### config.mk
export PLATFORM = sky130hd
export DESIGN_NAME = fdcs_top
export DESIGN_NICKNAME = d
export VERILOG_FILES = /design/src/design/fdcs_pkg.sv /design/src/design/fdcs_top.sv /design/src/design/fdcs_result_rom.sv
export SDC_FILE = /design/constraint.sdc
export NUM_CORES = 1
export LEC_CHECK = 0
export BUFFER_PORTS_ARGS = -buffer_cell sky130_fd_sc_hd__buf_2
export CAP_MARGIN = 40
export CORE_MARGIN = 2
export CORE_UTILIZATION = 61
export CTS_BUF_LIST = sky130_fd_sc_hd__clkbuf_8 sky130_fd_sc_hd__clkbuf_16
export DETAILED_ROUTE_END_ITERATION = 10
export HOLD_SLACK_MARGIN = 0.05
export PLACE_DENSITY_LB_ADDON = 0.08
export SLEW_MARGIN = 5
export SYNTH_ARGS = -nofsm -noshare
export SYNTH_HDL_FRONTEND = slang
export SYNTH_SLANG_ARGS = --single-unit
### constraint.sdc
create_clock -name clk -period 3.72 [get_ports clk]
set_input_delay 0.744 -clock clk [delete_from_list [all_inputs] [get_ports clk]]
set_output_delay 0.744 -clock clk [all_outputs]
set_load 0.005 [all_outputs]
### src/design/fdcs_pkg.sv
// Purpose: constants and types for the floppy DMA command sequencer
// Assumes: one 100 MHz clock, synchronous active-high reset
// Notes: command and result bytes pass through one data port
package fdcs_pkg;

  localparam logic [7:0] OP_READ = 8'h46;
  localparam logic [7:0] OP_WRITE = 8'h45;
  localparam logic [7:0] OP_FORMAT = 8'h4D;
  localparam logic [3:0] LEN_RW = 4'h9;
  localparam logic [3:0] LEN_FMT = 4'h6;
  localparam logic [2:0] RESULT_COUNT = 3'h7;
  localparam logic [2:0] FMT_ID_BYTES = 3'h4;
  localparam logic [7:0] ST0_RW_BASE = 8'h40;
  localparam logic [7:0] ST1_END_CYL = 8'h80;
  localparam logic [7:0] ST_ZERO = 8'h00;
  localparam logic [7:0] MSR_RESET = 8'h80;
  localparam int MSR_REQ_BIT = 7;
  localparam int MSR_DIR_BIT = 6;
  localparam int MSR_BUSY_BIT = 4;
  localparam logic [8:0] BYTES_128 = 9'h080;
  localparam int CMD_TURNAROUND_NS = 40;
  localparam int CLK_PERIOD_NS = 10;
  localparam logic [3:0] TURN_CYCLES =
    4'((CMD_TURNAROUND_NS + CLK_PERIOD_NS - 1) / CLK_PERIOD_NS);

  typedef enum logic [1:0] {
    FDCS_OP_NONE,
    FDCS_OP_READ,
    FDCS_OP_WRITE,
    FDCS_OP_FORMAT
  } fdcs_op_e;

  typedef struct packed {
    logic [7:0] driveHead;
    logic [7:0] track;
    logic [7:0] side;
    logic [7:0] firstSector;
    logic [7:0] sizeCode;
    logic [7:0] lastSectorNumber;
    logic [7:0] gap;
    logic [7:0] dataLen;
  } fdcs_cmd_s;

  typedef struct packed {
    logic valid;
    logic [7:0] data;
  } fdcs_byte_s;

endpackage

### src/design/fdcs_top.sv
// Purpose: command, execution and result phases of the disk sequencer
// Assumes: the drive side gives a byte strobe per data byte and index
// Notes: DMA carries data; host sees only status and the data port
`timescale 1ns/1ns
`default_nettype none
module fdcs_top (
  input wire logic clk,
  input wire logic sys_rst,
  input wire logic hostWrite,
  input wire logic hostRead,
  input wire logic [7:0] hostWdata,
  output logic [7:0] hostRdata,
  output logic [7:0] mainStatus,
  output logic irqReq,
  input wire logic indexPulse,
  input wire logic diskByteStrobe,
  input wire logic [7:0] dmaRdata,
  output logic dmaReq,
  output logic dmaDirMemRead,
  input wire logic dmaAck,
  output logic [7:0] diskWdata,
  output logic diskWriteGate
);
  import fdcs_pkg::*;

  ////////////////////////////////////////////////////////////////////
  typedef enum logic [2:0] {
    ST_CMD,
    ST_TURN,
    ST_EXEC,
    ST_FMTID,
    ST_RESULT
  } fdcs_state_e;

  fdcs_state_e state_r;
  fdcs_op_e op_r;
  fdcs_cmd_s cmd_r;
  logic [3:0] byteCnt_r;
  logic [3:0] turnCnt_r;
  logic [7:0] curSector_r;
  logic [10:0] secBytes_r;
  logic [2:0] resIdx_r;
  logic [2:0] fmtIdx_r;
  logic [1:0] indexSync_r;
  logic indexPrev_r;
  logic [1:0] indexSeen_r;
  logic [1:0] strobeSync_r;
  logic strobePrev_r;
  logic abnormal_r;
  logic [7:0] resByte;
  logic indexEdge;
  logic strobeEdge;
  logic [10:0] sectorLen;
  logic [3:0] cmdLen;

  ////////////////////////////////////////////////////////////////////
  // Pins from the drive cross in through two flops
  always_ff @(posedge clk) begin
    if (sys_rst) begin
      indexSync_r <= 2'h0;
      strobeSync_r <= 2'h0;
      indexPrev_r <= 1'b0;
      strobePrev_r <= 1'b0;
    end else begin
      indexSync_r <= {indexSync_r[0], indexPulse};
      strobeSync_r <= {strobeSync_r[0], diskByteStrobe};
      indexPrev_r <= indexSync_r[1];
      strobePrev_r <= strobeSync_r[1];
    end
  end

  assign indexEdge = indexSync_r[1] & ~indexPrev_r;
  assign strobeEdge = strobeSync_r[1] & ~strobePrev_r;
  // Size code n gives 128 << n, using only the low two bits of n; byte nine only matters at code zero
  assign sectorLen = (cmd_r.sizeCode == 8'h00) ? {3'h0, cmd_r.dataLen}
                     : 11'(BYTES_128) << cmd_r.sizeCode[1:0];
  assign cmdLen = (op_r == FDCS_OP_FORMAT) ? LEN_FMT : LEN_RW;

  ////////////////////////////////////////////////////////////////////
  // Command phase: one byte per host write, counted by position
  always_ff @(posedge clk) begin
    if (sys_rst) begin
      op_r <= FDCS_OP_NONE;
      cmd_r <= '0;
      byteCnt_r <= 4'h0;
    end else if (state_r == ST_CMD && hostWrite) begin
      byteCnt_r <= byteCnt_r + 4'h1;
      if (byteCnt_r == 4'h0) begin
        case (hostWdata)
          OP_READ: op_r <= FDCS_OP_READ;
          OP_WRITE: op_r <= FDCS_OP_WRITE;
          OP_FORMAT: op_r <= FDCS_OP_FORMAT;
          default: op_r <= FDCS_OP_NONE;
        endcase
      end else if (op_r == FDCS_OP_FORMAT) begin
        case (byteCnt_r)
          4'h1: cmd_r.driveHead <= hostWdata;
          4'h2: cmd_r.sizeCode <= hostWdata;
          4'h3: cmd_r.lastSectorNumber <= hostWdata;
          4'h4: cmd_r.gap <= hostWdata;
          4'h5: cmd_r.dataLen <= hostWdata;
          default: cmd_r.track <= cmd_r.track;
        endcase
      end else begin
        case (byteCnt_r)
          4'h1: cmd_r.driveHead <= hostWdata;
          4'h2: cmd_r.track <= hostWdata;
          4'h3: cmd_r.side <= hostWdata;
          4'h4: cmd_r.firstSector <= hostWdata;
          4'h5: cmd_r.sizeCode <= hostWdata;
          4'h6: cmd_r.lastSectorNumber <= hostWdata;
          4'h7: cmd_r.gap <= hostWdata;
          4'h8: cmd_r.dataLen <= hostWdata;
          default: cmd_r.track <= cmd_r.track;
        endcase
      end
    end else if (state_r == ST_TURN && turnCnt_r == 4'h0 &&
                 op_r == FDCS_OP_NONE) begin
      byteCnt_r <= 4'h0;
    end else if (state_r != ST_CMD && state_r != ST_TURN) begin
      // Count must survive the pacing gap between command bytes
      byteCnt_r <= 4'h0;
    end
  end

  ////////////////////////////////////////////////////////////////////
  // Sequencer; the host must stay away while DMA runs
  always_ff @(posedge clk) begin
    if (sys_rst) begin
      state_r <= ST_CMD;
      turnCnt_r <= 4'h0;
    end else begin
      case (state_r)
        ST_CMD: begin
          if (hostWrite) begin
            state_r <= ST_TURN;
            turnCnt_r <= TURN_CYCLES;
          end
        end
        ST_TURN: begin
          // Request drops briefly after each byte to pace the host
          if (turnCnt_r != 4'h0) begin
            turnCnt_r <= turnCnt_r - 4'h1;
          end else if (byteCnt_r == 4'h1 && op_r == FDCS_OP_NONE) begin
            state_r <= ST_CMD; // Unknown opcodes are dropped
          end else if (byteCnt_r == cmdLen) begin
            state_r <= (op_r == FDCS_OP_FORMAT) ? ST_FMTID : ST_EXEC;
          end else begin
            state_r <= ST_CMD;
          end
        end
        ST_FMTID: begin
          if (dmaAck && fmtIdx_r == FMT_ID_BYTES - 3'h1) begin
            state_r <= ST_EXEC;
          end
        end
        ST_EXEC: begin
          if (op_r == FDCS_OP_FORMAT) begin
            if (indexSeen_r == 2'h2) begin
              state_r <= ST_RESULT;
            end else if (strobeEdge && secBytes_r == 11'h001) begin
              state_r <= ST_FMTID;
            end
          end else if (strobeEdge && secBytes_r == 11'h001 &&
                       curSector_r == cmd_r.lastSectorNumber) begin
            state_r <= ST_RESULT;
          end
        end
        ST_RESULT: begin
          if (hostRead && resIdx_r == RESULT_COUNT - 3'h1) begin
            state_r <= ST_CMD;
          end
        end
        default: state_r <= ST_CMD;
      endcase
    end
  end

  ////////////////////////////////////////////////////////////////////
  // Sector walk and data movement
  always_ff @(posedge clk) begin
    if (sys_rst) begin
      curSector_r <= 8'h00;
      secBytes_r <= 11'h000;
      fmtIdx_r <= 3'h0;
      indexSeen_r <= 2'h0;
      abnormal_r <= 1'b0;
    end else if (state_r == ST_TURN) begin
      curSector_r <= cmd_r.firstSector;
      secBytes_r <= sectorLen;
      fmtIdx_r <= 3'h0;
      indexSeen_r <= 2'h0;
      abnormal_r <= 1'b0;
    end else begin
      if (indexEdge && op_r == FDCS_OP_FORMAT && indexSeen_r != 2'h2) begin
        indexSeen_r <= indexSeen_r + 2'h1;
      end
      if (state_r == ST_FMTID && dmaAck) begin
        fmtIdx_r <= fmtIdx_r + 3'h1;
        if (fmtIdx_r == 3'h2) begin
          curSector_r <= dmaRdata;
        end
        if (fmtIdx_r == FMT_ID_BYTES - 3'h1) begin
          fmtIdx_r <= 3'h0;
          secBytes_r <= sectorLen;
        end
      end
      if (state_r == ST_EXEC && strobeEdge) begin
        if (secBytes_r == 11'h001) begin
          secBytes_r <= sectorLen;
          curSector_r <= curSector_r + 8'h01;
          // No byte counter: ending at the last sector reads abnormal
          abnormal_r <= 1'b1;
        end else begin
          secBytes_r <= secBytes_r - 11'h001;
        end
      end
    end
  end

  ////////////////////////////////////////////////////////////////////
  // Result phase
  fdcs_result_rom resultRom (
    .index(resIdx_r),
    .op(op_r),
    .cmd(cmd_r),
    .curSector(curSector_r),
    .abnormal(abnormal_r),
    .data(resByte)
  );

  always_ff @(posedge clk) begin
    if (sys_rst) begin
      resIdx_r <= 3'h0;
      hostRdata <= 8'h00;
    end else begin
      hostRdata <= resByte;
      if (state_r != ST_RESULT) begin
        resIdx_r <= 3'h0;
      end else if (hostRead) begin
        resIdx_r <= resIdx_r + 3'h1;
      end
    end
  end

  ////////////////////////////////////////////////////////////////////
  // Outward signals, all registered
  always_ff @(posedge clk) begin
    if (sys_rst) begin
      mainStatus <= MSR_RESET;
      irqReq <= 1'b0;
      dmaReq <= 1'b0;
      dmaDirMemRead <= 1'b0;
      diskWdata <= 8'h00;
      diskWriteGate <= 1'b0;
    end else begin
      mainStatus <= 8'h00;
      mainStatus[MSR_REQ_BIT] <= (state_r == ST_CMD) ||
        (state_r == ST_RESULT && !(hostRead &&
         resIdx_r == RESULT_COUNT - 3'h1));
      mainStatus[MSR_DIR_BIT] <= (state_r == ST_RESULT) &&
        !(hostRead && resIdx_r == RESULT_COUNT - 3'h1);
      mainStatus[MSR_BUSY_BIT] <= (state_r != ST_CMD) ||
        (byteCnt_r != 4'h0);
      irqReq <= (state_r == ST_RESULT) && !(hostRead &&
        resIdx_r == RESULT_COUNT - 3'h1);
      dmaReq <= (state_r == ST_FMTID && !dmaAck) ||
        (state_r == ST_EXEC && op_r != FDCS_OP_FORMAT && strobeEdge);
      dmaDirMemRead <= (op_r != FDCS_OP_READ);
      diskWriteGate <= (state_r == ST_EXEC && op_r != FDCS_OP_READ);
      if (op_r == FDCS_OP_FORMAT) begin
        diskWdata <= cmd_r.dataLen;
      end else if (dmaAck) begin
        diskWdata <= dmaRdata;
      end
    end
  end

endmodule
`default_nettype wire

### src/design/fdcs_result_rom.sv
// Purpose: selects one of the seven result bytes by index
// Assumes: caller registers the output
// Notes: purely combinational
`timescale 1ns/1ns
`default_nettype none
module fdcs_result_rom (
  input wire logic [2:0] index,
  input wire fdcs_pkg::fdcs_op_e op,
  input wire fdcs_pkg::fdcs_cmd_s cmd,
  input wire logic [7:0] curSector,
  input wire logic abnormal,
  output logic [7:0] data
);
  import fdcs_pkg::*;

  always_comb begin
    case (index)
      3'h0: begin
        if (op == FDCS_OP_FORMAT) begin
          data = {5'h00, cmd.driveHead[2:0]};
        end else begin
          data = ST0_RW_BASE | {5'h00, cmd.driveHead[2:0]};
        end
      end
      3'h1: data = (op == FDCS_OP_FORMAT || !abnormal) ? ST_ZERO
                   : ST1_END_CYL;
      3'h2: data = ST_ZERO;
      3'h3: data = cmd.track;
      3'h4: data = cmd.side;
      3'h5: data = curSector;
      3'h6: data = cmd.sizeCode;
      default: data = ST_ZERO;
    endcase
  end

endmodule
`default_nettype wire

# [Word-level counts from Yosys, hierarchy flattened]
# Index checks and enable logic that the tools add are counted.
[totals] in_bits=23 wordCells=187 output_inout_bits=28 reg_bits=131
[op_classes] n_addsub=7 n_mux=46 shifts=1 bitwise=6 n_eq_ne=42 n_reduce_logical=56
[ops] operator="2-to-1 mux 8 bit" n=16
[ops] operator="2-to-1 mux 11 bit" n=6
[ops] operator="one-hot mux 8 bit (6 select lines)" n=1
[ops] operator="2-to-1 mux 32 bit" n=1
[ops] operator="2-to-1 mux 3 bit" n=9
[ops] operator="== test 8 x 7 -> 1 bit, second input constant" n=3
[ops] operator="2-to-1 mux 4 bit" n=6
[ops] operator="AND reduction 4 bit" n=6
[ops] operator="logical AND 1 bit" n=18
[ops] operator="== test 4 x 3 -> 1 bit, second input constant" n=4
[ops] operator="== test 3 x 2 -> 1 bit, second input constant" n=5
[ops] operator="one-hot mux 3 bit (5 select lines)" n=1
[ops] operator="== test 3 bit, second input constant" n=4
[ops] operator="inequality test 2 x 1 -> 1 bit, second input constant" n=6
[ops] operator="nonzero test 3 bit" n=4
[ops] operator="== test 11 x 1 -> 1 bit, second input constant" n=1
[ops] operator="left shift 8 x 2 -> 11 bit, first input constant" n=1
[ops] operator="subtractor 11 x 1 -> 11 bit, second input constant" n=1
[ops] operator="inequality test 2 bit, second input constant" n=5
[ops] operator="nonzero test 2 bit" n=5
[ops] operator="adder 8 x 1 -> 8 bit, second input constant" n=1
[ops] operator="== test 4 x 2 -> 1 bit, second input constant" n=2
[ops] operator="== test 8 bit" n=1
[ops] operator="zero test 4 bit" n=2
[ops] operator="other kinds (29)" n=49

# [Depth between registers and ports, before layout]
[depth] word_depth=7 ltp_mapped=8

# [Modules after synthesis]
# A second synthesis with hierarchy kept.
[unflattened] hier_cells=742 area_unflattened_um2=6367.4
[modules_own_cells] module="fdcs_top" instances=1 seq_area_each_um2=2662.6 area_per_inst_um2=6042.0 cells_each=696
[modules_own_cells] module="fdcs_result_rom" instances=1 seq_area_each_um2=0.0 area_per_inst_um2=325.3 cells_each=46

# [Worst setup path before layout]
# No wires, ideal clock.
[synth_timing] kind="input port to flip-flop" startpoint="input port hostWrite" endpoint="register cmd_r[56] (netlist name)" setup_slack_ns=1.537 setup_time_ns=0.128 arrival_time_ns=2.055 required_time_ns=3.592 stages=7 path_cell_list="or4b_1 buf_2 nor3_4 and3b_1 buf_2 mux2i_1 nor2_1"
[synth_via] elab_chain_len=2
[synth_rtl] item="start: declaration" line_no="fdcs_top.sv:9" text="input wire logic hostWrite,"
[synth_rtl] item="logical AND 1 bit" line_no="fdcs_top.sv:86" text="end else if (state_r == ST_CMD && hostWrite) begin"
[synth_rtl] item="AND reduction 2 bit (no line)"
[synth_rtl] item="end: declaration" line_no="fdcs_top.sv:37" text="fdcs_cmd_s cmd_r;"
# Every way passes these cells.
# A chain may end at the register's enable or synchronous reset.

# [Worst setup path in the final report]
[layout_timing] startpoint="register state_r[0]" endpoint="register cmd_r[46] (netlist name)"
[layout_via] elab_chain_len=3
[layout_rtl] item="start: declaration" line_no="fdcs_top.sv:35" text="fdcs_state_e state_r;"
[layout_rtl] item="start signal: assignment" line_no="fdcs_top.sv:147" text="state_r <= (op_r == FDCS_OP_FORMAT) ? ST_FMTID : ST_EXEC;"
[layout_rtl] item="zero test 3 bit" line_no="fdcs_top.sv:86"
[layout_rtl] item="logical AND 1 bit" line_no="fdcs_top.sv:86"
[layout_rtl] item="AND reduction 4 bit (no line)"
# Every way passes these cells.

==> results.sh <==
export IMPL_outcome="finished, violations left"
export IMPL_failed_checks="design-rule violations"
export IMPL_dr_pass1_iters=11
export IMPL_cts_tree="done"
export IMPL_crit_fanout=17
export IMPL_root_buffer="clkbuf_8"
export IMPL_worst_setup_path_type="flip-flop to flip-flop"
export IMPL_leakage_uw=0.002640
export IMPL_worst_setup_path_start_kind="flip-flop"
export IMPL_synth_main_ff_cell="dfxtp_1"
export IMPL_ys_types=72
export IMPL_relSlewSlack_pct=52.86
export IMPL_rsz0062_at_grt="false"
export IMPL_dieHeight_um=102.1
export IMPL_final_layout_size_suffix_gt1_share_pct=13.79
export IMPL_dp_cells=814
export IMPL_vdd_drop_max_mv=0.3046
export IMPL_fin_area_sq_um=6766
export IMPL_critPathCapture="cmd_r[46]$_SDFFE_PP0P_"
export IMPL_crit_chain="or4b_1, nor3_4, buf_4, nand3_4, mux2i_1, nor2_1"
export IMPL_syn_area_sq_um=5872
export IMPL_tightest_slew_ns=0.7071
export IMPL_ctsHoldBuffers=0
export IMPL_grt_pass1_wl_um=25360
export IMPL_hold_viol_final=0
export IMPL_arrival_ns=3.11
export IMPL_wirelength_um=16010
export IMPL_nFillCells=705
export IMPL_synth_edf_count=0
export IMPL_cts_resized=0
export IMPL_critPathSlowestCell="or4b_1"
export IMPL_synth_seq_cells=120
export IMPL_overflow=0
export IMPL_cts_made_buffers=17
export IMPL_instances_no_fill=847
export IMPL_vias=5316
export IMPL_crit_buf_inv=1
export IMPL_hp_class="input pin to flip-flop"
export IMPL_cts_max_path_buffers=2
export IMPL_dieArea_sq_um=10430
export IMPL_final_common_cell="dfxtp_1"
export IMPL_antenna_found_initial=0
export IMPL_syn_instance_count=678
export IMPL_finalSetupViolCount=0
export IMPL_rr_worst_depth=6
export IMPL_wl_per_cell_um=18.91
export IMPL_final_cell_mix="dfxtp_1, nor2_1, a21oi_1"
export IMPL_grt_use_total_pct=31.91
export IMPL_path_depth=6
export IMPL_r2r_end="cmd_r[46]$_SDFFE_PP0P_"
export IMPL_crit_start="state_r[0]$_SDFFE_PP0P_"
export IMPL_start_util_pct=63.25
export IMPL_period_share_pct=72.74
export IMPL_row_count=35
export IMPL_ys_async_sr_fraction_pct=0
export IMPL_ios=51
export IMPL_drv_cap=0
export IMPL_timing_rr_start="state_r[0]$_SDFFE_PP0P_"
export IMPL_layout_min_cycle_time_ns=2.706
export IMPL_critPathRequiredTime_ns=4.12
export IMPL_drc=2
export IMPL_slowest_delay_ns=0.79
export IMPL_setup_tns_final_ns=0
export IMPL_fp_dieW_um=102.1
export IMPL_grt_max_degree=61
export IMPL_cts_setup_buffers=0
export IMPL_clk_pin_slew_ns=0.06
export IMPL_setup_ws_ns=1.014
export IMPL_cpLargestDelayFamily="simple AND/OR/NAND/NOR gates"
export IMPL_max_freq_mhz=369.6
export IMPL_yosysWarnings=0
export IMPL_synth_avg_cell_area_sq_um=8.661
export IMPL_pre_cts_ws_ns=0.7639
export IMPL_drt_vias_per_instance=6.276
export IMPL_postRouteAntennaNets=0
export IMPL_core_sq_um=9284
export IMPL_h_tree_depth=4
export IMPL_drt_iter0_markers=384
export IMPL_gp_congestion=0.8847
export IMPL_n_antenna_cell=0
export IMPL_syn_to_final_growth_pct=15.24
export IMPL_fin_skew_ns=0.009038
export IMPL_final_net_count=744
export IMPL_end_kind="flip-flop"
export IMPL_portBuffers=45
export IMPL_ys_seq_area_share_pct=40.91
export IMPL_insertion_delay_ns=0.53
export IMPL_cts_sinks=120
export IMPL_dpl_hpwl_um=10880
export IMPL_drv_slew=0
export IMPL_r2r_slack_ns=1.01
export IMPL_postPlaceCellArea_sq_um=6107
export IMPL_grt_pass1_vias=4985
export IMPL_pwr_density_cell_nw_per_um2=572.9
## routing by layer
layer | share of wire, % | routed length, um | track usage [%] | vias to the layer above
met5 | 0 | 0 | 0 | -
met4 | 2.5 | 404 | 10.56 | 0
met3 | 8.8 | 1406 | 7.798 | 44
met2 | 48 | 7743 | 52.78 | 265
met1 | 40 | 6459 | 41.08 | 2508
li1 | - | - | - | 2499
## power by group
part / internal (uW) / switching, uW
clock network: 1170 / 636
registers: 1350 / 94.1
logic: 233 / 390
total: 2760 / 1120
## metrics by stage
stage	util [%]	hold slack, ns	power [uW]
floorplan	-	0.4138	1894
global placement	65.62	0.4198	2045
detailed placement	65.78	0.4377	2066
CTS	72.80	0.4340	3859
global route	72.88	0.4566	4013
finish	72.88	0.4399	3876
## kinds of logic after synthesis
family,synth area share [%]
and+or+nand+nor,23.35
AOI/OAI and AO/OA,16.34
DFF,40.91
buffers and inverters,5.135
muxes,8.545
adders and majority gates,3.409
xor gates and xnor gates,2.237
other,0.06386
## area by class of cell
cell class              instances  area (sq um)  area share [%]
clock buffers                  17         414.1           6.121
clock inverters                15         237.7           3.513
inverters                      20         75.07           1.109
multi-input cells             493          3183           47.04
flip-flops and latches        120          2402           35.50
well taps                     129         161.4           2.385
repair buffers                 53         292.8           4.327
## flip-flops by register name, indices dropped and copies added (netlist names), 2 cells and up
name,count
hostRdata,8
indexSeen_r,2
turnCnt_r,4
byteCnt_r,4
op_r,2
mainStatus,3
diskWdata,8
resIdx_r,3
cmd_r,51
state_r,3
secBytes_r,11
indexSync_r,2
curSector_r,8
fmtIdx_r,3
strobeSync_r,2
## worst min path at each step
stage	slack, ns	cells past startpoint	startpoint	to
floorplan	0.41	1	indexSync_r[0]$_SDFF_PP0_	indexSync_r[1]$_SDFF_PP0_
global placement	0.42	1	indexSync_r[0]$_SDFF_PP0_	indexSync_r[1]$_SDFF_PP0_
detailed placement	0.44	1	strobeSync_r[0]$_SDFF_PP0_	strobeSync_r[1]$_SDFF_PP0_
CTS	0.43	2	diskByteStrobe	strobeSync_r[0]$_SDFF_PP0_
global route	0.46	2	diskByteStrobe	strobeSync_r[0]$_SDFF_PP0_
finish	0.44	2	diskByteStrobe	strobeSync_r[0]$_SDFF_PP0_
## synth_stat cells (4+ instances only)
library cell	instances	area (sq um)
a211oi_1	13	97.59
a21oi_1	61	305.3
a222oi_1	7	70.07
a22oi_1	6	45.04
a311oi_1	4	35.03
a31oi_1	7	43.79
a32oi_1	4	35.03
and2_1	6	37.54
and4_1	5	43.79
buf_1	5	18.77
buf_2	7	35.03
buf_4	7	52.55
clkbuf_1	29	108.9
dfxtp_1	120	2402
ha_1	16	200.2
inv_1	19	71.32
mux2i_1	49	490.5
nand2_1	39	146.4
nand3_1	35	175.2
nand3b_1	6	45.04
nand4_1	7	43.79
nor2_1	95	356.6
nor2b_1	13	81.33
nor3_1	15	75.07
nor4_1	5	31.28
o21ai_0	14	70.07
o22ai_1	4	25.02
or3_1	7	43.79
or4_1	4	30.03
xnor2_1	14	122.6
No activity file was read; power rests on OpenSTA's default activity.
